--- src/verilog/ppo_in_sync.sv ---
// Package of shared constants and the pin input synchroniser
`timescale 1ns/10ps

package ppo_pkg;
    localparam int          PIN_COUNT        = 8;
    localparam int          ADDR_W           = 5;
    localparam int          SENSE_W          = 2 * PIN_COUNT;
    // Register byte offsets
    localparam logic [4:0]  OFF_OUT_VALUE    = 5'h00;
    localparam logic [4:0]  OFF_DIRECTION    = 5'h04;
    localparam logic [4:0]  OFF_INPUT_SYNC   = 5'h08;
    localparam logic [4:0]  OFF_PULL_CTRL    = 5'h0c;
    localparam logic [4:0]  OFF_INT_ENABLE   = 5'h10;
    localparam logic [4:0]  OFF_INT_SENSE    = 5'h14;
    localparam logic [4:0]  OFF_INT_FLAG     = 5'h18;
    // Field positions and reset values
    localparam int          PUD_BIT          = 0;
    localparam logic [7:0]  RST_BYTE         = 8'h00;
    localparam logic [15:0] RST_SENSE        = 16'h0000;
    localparam logic [31:0] RD_ZERO          = 32'h0000_0000;
    // Cycles from wake until the synchronised pin is trusted
    localparam int          WAKE_SETTLE      = 2;
    // Sleep controller modes
    typedef enum logic [2:0] {
        PPO_SLP_ACTIVE      = 3'b000,
        PPO_SLP_IDLE        = 3'b001,
        PPO_SLP_ADC_NR      = 3'b010,
        PPO_SLP_PWR_DOWN    = 3'b011,
        PPO_SLP_PWR_SAVE    = 3'b100,
        PPO_SLP_STANDBY     = 3'b101,
        PPO_SLP_EXT_STANDBY = 3'b110
    } ppo_sleep_t;
    // External interrupt sense per pin
    typedef enum logic [1:0] {
        PPO_SENSE_LEVEL     = 2'b00,
        PPO_SENSE_ANY       = 2'b01,
        PPO_SENSE_FALL      = 2'b10,
        PPO_SENSE_RISE      = 2'b11
    } ppo_sense_t;
endpackage

module ppo_in_sync (
    input  wire logic                          sys_clk,   // I/O clock
    input  wire logic                          sys_rst,   // Sync reset, high
    input  wire logic [ppo_pkg::PIN_COUNT-1:0] gated_in,  // Clamped pad levels
    output logic      [ppo_pkg::PIN_COUNT-1:0] sync_out   // Synchronised levels
);
    logic [ppo_pkg::PIN_COUNT-1:0] half_stage;

    // First stage catches on the falling edge, standing in for the latch
    always_ff @(negedge sys_clk)
    begin
        if (sys_rst)
            half_stage <= '0;
        else
            half_stage <= gated_in;
    end

    // Second stage gives the half to one and a half period delay
    always_ff @(posedge sys_clk)
    begin
        if (sys_rst)
            sync_out <= '0;
        else
            sync_out <= half_stage;
    end
endmodule // ppo_in_sync

--- src/verilog/ppo_port.sv ---
// One eight-pin I/O port with alternate-function overrides and sleep clamp
// Contract
// - Clamp digital input to ground in power-down, power-save and standby modes.
// - Pins with enabled external interrupt escape the clamp; disabled ones do not.
// - Input enable override controls can also lift the sleep clamp.
// - Unenabled edge-sensed interrupt pin high at wake sets its flag.
// - Pull-up is off while reset is active.
// - Without pull-up override, pull-up on only when direction, value, disable are 010.
// - With pull-up override, pull-up follows its override value only.
// - Driver enable follows direction bit unless direction override is enabled.
// - With direction override, driver follows override value only.
// - Driven value comes from value override if enabled, else output bit.
// - With value override enabled, port value equals override value.
// - Input enable follows sleep state unless its override is enabled.
// - With input enable override, input enable follows override value only.
// - Alternate digital input taken after clamp, before synchroniser, unsynchronised.
// - Analog tap connects straight to the pad, bypassing digital buffering.
// - Strobes shared per port; clock, sleep, pull-up disable shared; rest per pin.
// - Direction bit one makes an output, zero an input.
// - As output, value bit drives level; as input, value one enables pull-up.
// - Pins go high impedance when reset becomes active.
// - Pin passes half-period stage then input sync bit, half to 1.5 period delay.
`timescale 1ns/10ps

module ppo_port (
    input  wire logic        sys_clk,                       // I/O clock, 20 MHz
    input  wire logic        sys_rst,                       // Sync reset, high
    input  wire logic [4:0]  avs_address,                   // Byte address
    input  wire logic        avs_read,                      // Read request
    input  wire logic        avs_write,                     // Write request
    input  wire logic [31:0] avs_writedata,                 // Write data
    input  wire logic [3:0]  avs_byteenable,                // Byte lanes
    output logic      [31:0] avs_readdata,                  // Read data
    output logic             avs_waitrequest,               // Stall
    input  wire logic [2:0]  sleep_mode,                    // Sleep controller state
    input  wire logic [7:0]  pull_up_override_enable,       // Per pin
    input  wire logic [7:0]  pull_up_override_value,        // Per pin
    input  wire logic [7:0]  direction_override_enable,     // Per pin
    input  wire logic [7:0]  direction_override_value,      // Per pin
    input  wire logic [7:0]  value_override_enable,         // Per pin
    input  wire logic [7:0]  value_override_value,          // Per pin
    input  wire logic [7:0]  input_enable_override_enable,  // Per pin
    input  wire logic [7:0]  input_enable_override_value,   // Per pin
    input  wire logic [7:0]  pad_in,                        // Pad level, async
    output logic      [7:0]  pad_out,                       // Pad drive value
    output logic      [7:0]  pad_oe,                        // Pad driver enable
    output logic      [7:0]  pad_pullup,                    // Pull-up enable
    output logic      [7:0]  alt_digital_input,             // Unsynchronised input
    output logic      [7:0]  alt_analog_pad,                // Raw pad tap
    output logic      [7:0]  ext_int_req                    // Flag and enable
);
    logic [7:0]  output_value_bit;
    logic [7:0]  direction_bit;
    logic [7:0]  input_sync_bit;
    logic        global_pullup_disable;
    logic [7:0]  int_enable;
    logic [15:0] int_sense;
    logic [7:0]  int_flag;
    logic [7:0]  sync_prev;
    logic [7:0]  digital_in_en;
    logic [7:0]  gated_in;
    logic [7:0]  next_pad_out;
    logic [7:0]  next_pad_oe;
    logic [7:0]  next_pad_pullup;
    logic [7:0]  flag_set;
    logic        clamp_mode;
    logic        clamp_prev;
    logic [ppo_pkg::WAKE_SETTLE-1:0] wake_dly;
    logic        wr_take;
    logic        wr_b0;
    logic        wr_b1;

    // Clamping sleep modes; shared by every pin of every port
    always_comb
    begin
        case (ppo_pkg::ppo_sleep_t'(sleep_mode))
            ppo_pkg::PPO_SLP_PWR_DOWN,
            ppo_pkg::PPO_SLP_PWR_SAVE,
            ppo_pkg::PPO_SLP_STANDBY,
            ppo_pkg::PPO_SLP_EXT_STANDBY: clamp_mode = 1'b1;
            default:                      clamp_mode = 1'b0;
        endcase
    end

    // Per-pin control; overrides arrive ready-made from each peripheral
    genvar g;
    generate
        for (g = 0; g < ppo_pkg::PIN_COUNT; g++)
        begin : g_pin
            logic [1:0] sense;
            logic       pin_set;
            assign sense = int_sense[2*g +: 2];
            assign flag_set[g] = pin_set;
            // Input enable: override first, else sleep clamp unless interrupt armed
            assign digital_in_en[g] = input_enable_override_enable[g]
                ? input_enable_override_value[g]
                : ~(clamp_mode & ~int_enable[g]);
            assign gated_in[g] = pad_in[g] & digital_in_en[g];
            assign next_pad_oe[g] = direction_override_enable[g]
                ? direction_override_value[g]
                : direction_bit[g];
            assign next_pad_out[g] = value_override_enable[g]
                ? value_override_value[g]
                : output_value_bit[g];
            assign next_pad_pullup[g] = pull_up_override_enable[g]
                ? pull_up_override_value[g]
                : (~direction_bit[g] & output_value_bit[g]
                   & ~global_pullup_disable);
            // Edge detection on the synchronised level, plus the wake case
            // Local bit per pin, so no two processes share one vector
            always_comb
            begin
                pin_set = 1'b0;
                case (ppo_pkg::ppo_sense_t'(sense))
                    ppo_pkg::PPO_SENSE_ANY:
                        pin_set = input_sync_bit[g] ^ sync_prev[g];
                    ppo_pkg::PPO_SENSE_FALL:
                        pin_set = ~input_sync_bit[g] & sync_prev[g];
                    ppo_pkg::PPO_SENSE_RISE:
                        pin_set = input_sync_bit[g] & ~sync_prev[g];
                    default:
                        pin_set = 1'b0;
                endcase
                // Clamp release looks like an edge; report it for idle pins too
                if (wake_dly[ppo_pkg::WAKE_SETTLE-1] && !int_enable[g]
                    && sense != ppo_pkg::PPO_SENSE_LEVEL && input_sync_bit[g])
                    pin_set = 1'b1;
            end
        end
    endgenerate

    // Alternate inputs bypass the synchroniser; consumers must sync their own
    assign alt_digital_input = gated_in;
    assign alt_analog_pad    = pad_in;

    // Pin synchroniser, half-period stage then input sync bit
    ppo_in_sync u_sync (
        .sys_clk  (sys_clk),
        .sys_rst  (sys_rst),
        .gated_in (gated_in),
        .sync_out (input_sync_bit)
    );

    // Pad drivers; reset releases the pad and drops the pull-up
    always_ff @(posedge sys_clk)
    begin
        if (sys_rst)
        begin
            pad_oe     <= ppo_pkg::RST_BYTE;
            pad_out    <= ppo_pkg::RST_BYTE;
            pad_pullup <= ppo_pkg::RST_BYTE;
        end
        else
        begin
            pad_oe     <= next_pad_oe;
            pad_out    <= next_pad_out;
            pad_pullup <= next_pad_pullup;
        end
    end

    // Wake tracking, delayed until the synchroniser has settled
    always_ff @(posedge sys_clk)
    begin
        if (sys_rst)
        begin
            clamp_prev <= 1'b0;
            wake_dly   <= '0;
            sync_prev  <= ppo_pkg::RST_BYTE;
        end
        else
        begin
            clamp_prev <= clamp_mode;
            wake_dly   <= {wake_dly[ppo_pkg::WAKE_SETTLE-2:0], clamp_prev & ~clamp_mode};
            sync_prev  <= input_sync_bit;
        end
    end

    // Bus handshake: one wait cycle, then the transfer completes
    assign wr_take = avs_write & ~avs_waitrequest;
    assign wr_b0   = wr_take & avs_byteenable[0];
    assign wr_b1   = wr_take & avs_byteenable[1];

    always_ff @(posedge sys_clk)
    begin
        if (sys_rst)
            avs_waitrequest <= 1'b1;
        else if ((avs_read || avs_write) && avs_waitrequest)
            avs_waitrequest <= 1'b0;
        else
            avs_waitrequest <= 1'b1;
    end

    // Port write strobes; one decode serves all pins of the port
    always_ff @(posedge sys_clk)
    begin
        if (sys_rst)
        begin
            output_value_bit      <= ppo_pkg::RST_BYTE;
            direction_bit         <= ppo_pkg::RST_BYTE;
            global_pullup_disable <= 1'b0;
            int_enable            <= ppo_pkg::RST_BYTE;
        end
        else if (wr_b0)
        begin
            if (avs_address == ppo_pkg::OFF_OUT_VALUE)
                output_value_bit <= avs_writedata[7:0];
            else if (avs_address == ppo_pkg::OFF_DIRECTION)
                direction_bit <= avs_writedata[7:0];
            else if (avs_address == ppo_pkg::OFF_PULL_CTRL)
                global_pullup_disable <= avs_writedata[ppo_pkg::PUD_BIT];
            else if (avs_address == ppo_pkg::OFF_INT_ENABLE)
                int_enable <= avs_writedata[7:0];
        end
    end

    // Sense field spans two byte lanes
    always_ff @(posedge sys_clk)
    begin
        if (sys_rst)
            int_sense <= ppo_pkg::RST_SENSE;
        else if (avs_address == ppo_pkg::OFF_INT_SENSE)
        begin
            if (wr_b0)
                int_sense[7:0] <= avs_writedata[7:0];
            if (wr_b1)
                int_sense[15:8] <= avs_writedata[15:8];
        end
    end

    // Flags clear by writing one; a new event in the same cycle wins
    always_ff @(posedge sys_clk)
    begin
        if (sys_rst)
            int_flag <= ppo_pkg::RST_BYTE;
        else if (wr_b0 && avs_address == ppo_pkg::OFF_INT_FLAG)
            int_flag <= (int_flag & ~avs_writedata[7:0]) | flag_set;
        else
            int_flag <= int_flag | flag_set;
    end

    // Request toward the interrupt controller
    always_ff @(posedge sys_clk)
    begin
        if (sys_rst)
            ext_int_req <= ppo_pkg::RST_BYTE;
        else
            ext_int_req <= int_flag & int_enable;
    end

    // Read data captured on the request edge; unmapped reads return zero
    always_ff @(posedge sys_clk)
    begin
        if (sys_rst)
            avs_readdata <= ppo_pkg::RD_ZERO;
        else if (avs_read && avs_waitrequest)
        begin
            if (avs_address == ppo_pkg::OFF_OUT_VALUE)
                avs_readdata <= {24'h00_0000, output_value_bit};
            else if (avs_address == ppo_pkg::OFF_DIRECTION)
                avs_readdata <= {24'h00_0000, direction_bit};
            else if (avs_address == ppo_pkg::OFF_INPUT_SYNC)
                avs_readdata <= {24'h00_0000, input_sync_bit};
            else if (avs_address == ppo_pkg::OFF_PULL_CTRL)
                avs_readdata <= {31'h0000_0000, global_pullup_disable};
            else if (avs_address == ppo_pkg::OFF_INT_ENABLE)
                avs_readdata <= {24'h00_0000, int_enable};
            else if (avs_address == ppo_pkg::OFF_INT_SENSE)
                avs_readdata <= {16'h0000, int_sense};
            else if (avs_address == ppo_pkg::OFF_INT_FLAG)
                avs_readdata <= {24'h00_0000, int_flag};
            else
                avs_readdata <= ppo_pkg::RD_ZERO;
        end
    end
endmodule // ppo_port
--- config.mk ---
export PLATFORM = sky130hd
export DESIGN_NAME = ppo_port
export DESIGN_NICKNAME = d
export VERILOG_FILES = /design/src/verilog/ppo_in_sync.sv /design/src/verilog/ppo_port.sv
export SDC_FILE = /design/constraint.sdc
export NUM_CORES = 1
export LEC_CHECK = 0
export ABC_AREA = 1
export BUFFER_PORTS_ARGS = -buffer_cell sky130_fd_sc_hd__buf_2
export CORE_MARGIN = 5
export CORE_UTILIZATION = 45
export CTS_CLUSTER_SIZE = 8
export DETAILED_ROUTE_END_ITERATION = 10
export PLACE_DENSITY_LB_ADDON = 0.3
export SYNTH_ARGS = -nofsm -noshare
export SYNTH_HDL_FRONTEND = slang
export SYNTH_SLANG_ARGS = --single-unit
--- constraint.sdc ---
create_clock -name sys_clk -period 1.2 [get_ports sys_clk]
set_input_delay 0.18 -clock sys_clk [delete_from_list [all_inputs] [get_ports sys_clk]]
set_output_delay 0.18 -clock sys_clk [all_outputs]
set_load 0.05 [all_outputs]
==> results.md <==
* Status: complete, but fails checks
* Failing checks: setup timing
* Final hold violation count at 0
* Pre-Repair DR Iteration Count at 5
* Post-Place Cells at 1108
* Clk Latency, worst-skew pair at 440 ps
* Core area at 0.0125 sq mm
* Min Hold Slack at 9.56 ps
* GP Congestion at 0.877
* Share of the synthesized area in the top cell type at 44.0%
* Clock Skews at 30.1 ps
* Flops & latches, synth at 125
* DRT antenna net count at 0
* Area of the multi-input gates at 0.00283 sq mm
* Syn avg cell area at 7.47 sq um
* WP data required at 1020 ps
* Pre-CTS worst setup slack at -400 ps
* Max FO, Critical Path at 2
* Post-synth EDFFs at 0
* Largest net degree at the start of global routing at 44
* Vias at 5853
* Core occupancy in the finished layout at 67.2%
* Maximum buffer depth of the clock tree at 2
* Synth Warn # at 0
* Fmax at 701 MHz
* HP Class: in -> reg
* CTS buffer count at 17
* Final period utilization at 119%
* Routed WL per cell at 14.6 microns
* R2R setup slack at -190 ps
* Initial antenna violation count at 0
* Final net count at 1139
* Leak Pwr at 0.00390 uW
* Synth top area cells: dfxtp_1 (44%), o21ai_0 (7.5%), nand2_1 (7.4%), inv_1 (6.5%), nor2_1 (6.3%)
* Max-cap violations at 0
* Synth async-reset ratio at 0%
* Distinct cells, synth at 37
* WP data arrival at 1250 ps
* CP Class: reg -> out
* Seq/Total Area, Yosys at 44.0%
* Final slew viol count at 0
* DP Wirelength at 11800 microns
* Register area at 0.00253 sq mm
* GRT Overall Usage at 22.4%
* First-pass GRT wire length at 26400 microns
* Post-Synthesis Cell Area at 0.00569 sq mm
* Hold path cells at 3
* Worst r2r dst: u_sync.half_stage[6]
* CTS tree: built
* PwrDens at 1340 mW/mm^2
* Drt total wl at 17400 microns
* Iter 0 DRT Violations at 380
* Most frequent cells in the layout: buf_2 (131), dfxtp_1 (107), nand2_1 (99)
* CTS sink cnt at 125
* Layout cell share with drive strength beyond 1 at 35.0%
* Die outline width at 122 microns
* Area delta synth->final at 47.7%
* PortBufs at 166
* Clk slew on worst S/H paths at 50 ps
* Most common library cell in the layout ignoring fill and taps: buf_2
* Worst Setup End Kind: primary output
* Min-delay src: pull_up_override_value[4]
* Worst IR Drop VDD at 0.000792 V
* Total power at 11300 uW
* Final min period at 1430 ps
* Hold Path Sink: pad_pullup[4]
* Worst setup SP type: flip-flop
* Non-Filler Instances at 1188
* Yosys top cell by area: dfxtp_1
* Antenna Cells at 0
* Worst R2R Start: int_enable[6]
* Setup WS post-layout at -226 ps
* Number of global-route vias before repair at 5476
* Cell count after synthesis at 762
* I/O pin cnt at 201
* Total grt overflow at 0
* # rows at 41
* H-Tree Level Count at 4
* Fill cell total of the finished layout at 1056
* Root Buffer: clkbuf_16
* Drt drc at 0
* Die Y at 122 microns
* Vias per cell at 4.93
* R2r worst-path depth at 5
* Unrepaired setup endpoints after global routing: true
* Final setup viols at 32
* Initial core utilization at 45.5%
* Ys flop type: dfxtp_1
* Total die area at 0.0150 sq mm
-- how the worst max path moves through the flow --
stage | startpoint | slack [ps] | endpoint | cells past startpoint
2_1_floorplan | sleep_mode[1] | -170 | u_sync.half_stage[0] | 6
3_3_place_gp | sleep_mode[1] | -350 | u_sync.half_stage[4] | 7
3_5_place_dp | sleep_mode[1] | -400 | u_sync.half_stage[5] | 7
4_1_cts | int_enable[6] | -210 | alt_digital_input[6] | 6
5_1_grt | int_enable[6] | -280 | alt_digital_input[6] | 6
6_report | int_enable[6] | -230 | alt_digital_input[6] | 6
-- registers in the layout, summed over array words and instances (netlist names) --
signal	count
pad_oe	8
clamp_prev	1
ext_int_req	8
int_enable	8
int_sense	16
output_value_bit	8
sync_prev	8
int_flag	8
global_pullup_disable	1
avs_readdata	16
avs_waitrequest	1
direction_bit	8
u_sync.sync_out	8
wake_dly	2
pad_pullup	8
u_sync.half_stage	8
pad_out	8
-- through the flow --
step                TNS [ps]  area [sq um]
floorplan              -1340          5770
global placement       -8180          6920
detailed placement     -9700          6920
CTS                    -1970          8040
global route           -4590          8410
finish                 -2310          8410
-- cell usage after synthesis, types with 3 or more instances --
master / n
inv_2: 3
buf_2: 3
nand2_1: 112
buf_4: 25
o22ai_1: 4
buf_6: 6
a31oi_1: 7
dfxtp_1: 125
o211ai_1: 8
nor3_1: 11
o21ai_1: 3
ha_1: 16
clkbuf_1: 17
nand3_1: 44
a21oi_1: 60
nand3_4: 3
o21ai_0: 85
a211oi_1: 7
nor2_1: 95
a21boi_0: 8
inv_1: 98
-- final cells by class --
type,instances,share of cell area (%)
multi-input cells,496,33.6
clock inverters,17,1.25
clock buffers,23,6.31
well taps,172,2.56
repair buffers,251,21.2
flip-flops and latches,125,30.1
inverters,104,4.96
-- repair_timing --
item                                   CTS  global route
endpoints found under the hold margin   24             0
gates resized for setup                 56           117
hold buffers                            33             0
setup endpoints to repair               50            71
buffers inserted                         1             4
cloned                                   2             1
pin swaps                               17            24
-- worst max-delay path, cell delays in order (launching register included) --
cell	delay, ps
dfxtp_2	330
nor2_1	80
nand2_1	80
nand2_2	80
buf_6	100
inv_4	30
buf_8	130
-- per-layer routing --
metal	track usage (%)	share of wire, %	vias up
li1	-	-	2928
met2	37.5	49	244
met1	28.2	42	2661
met3	5.85	7.9	20
met5	0	0	-
met4	6.86	1.3	0
-- report_power, final --
group          total (uW)  internal [uW]  switching (uW)  leakage, uW
clock                5240           3330            1910     0.000354
sequential           4320           4270            49.8      0.00103
combinational        1700            600            1100      0.00252
total               11300           8200            3060      0.00390
-- cells by family (layout without fill, tap and decap cells) --
family,count (synthesis),after routing,share of synthesized area [%]
and+or+nand+nor,276,279,21.7
AOI/OAI and AO/OA,185,185,17.7
buffers and inverters,159,395,13.1
DFF,125,125,44.0
adders and majority gates,16,16,3.52
other,1,16,0.0659
(Power assumes the default switching activity.)
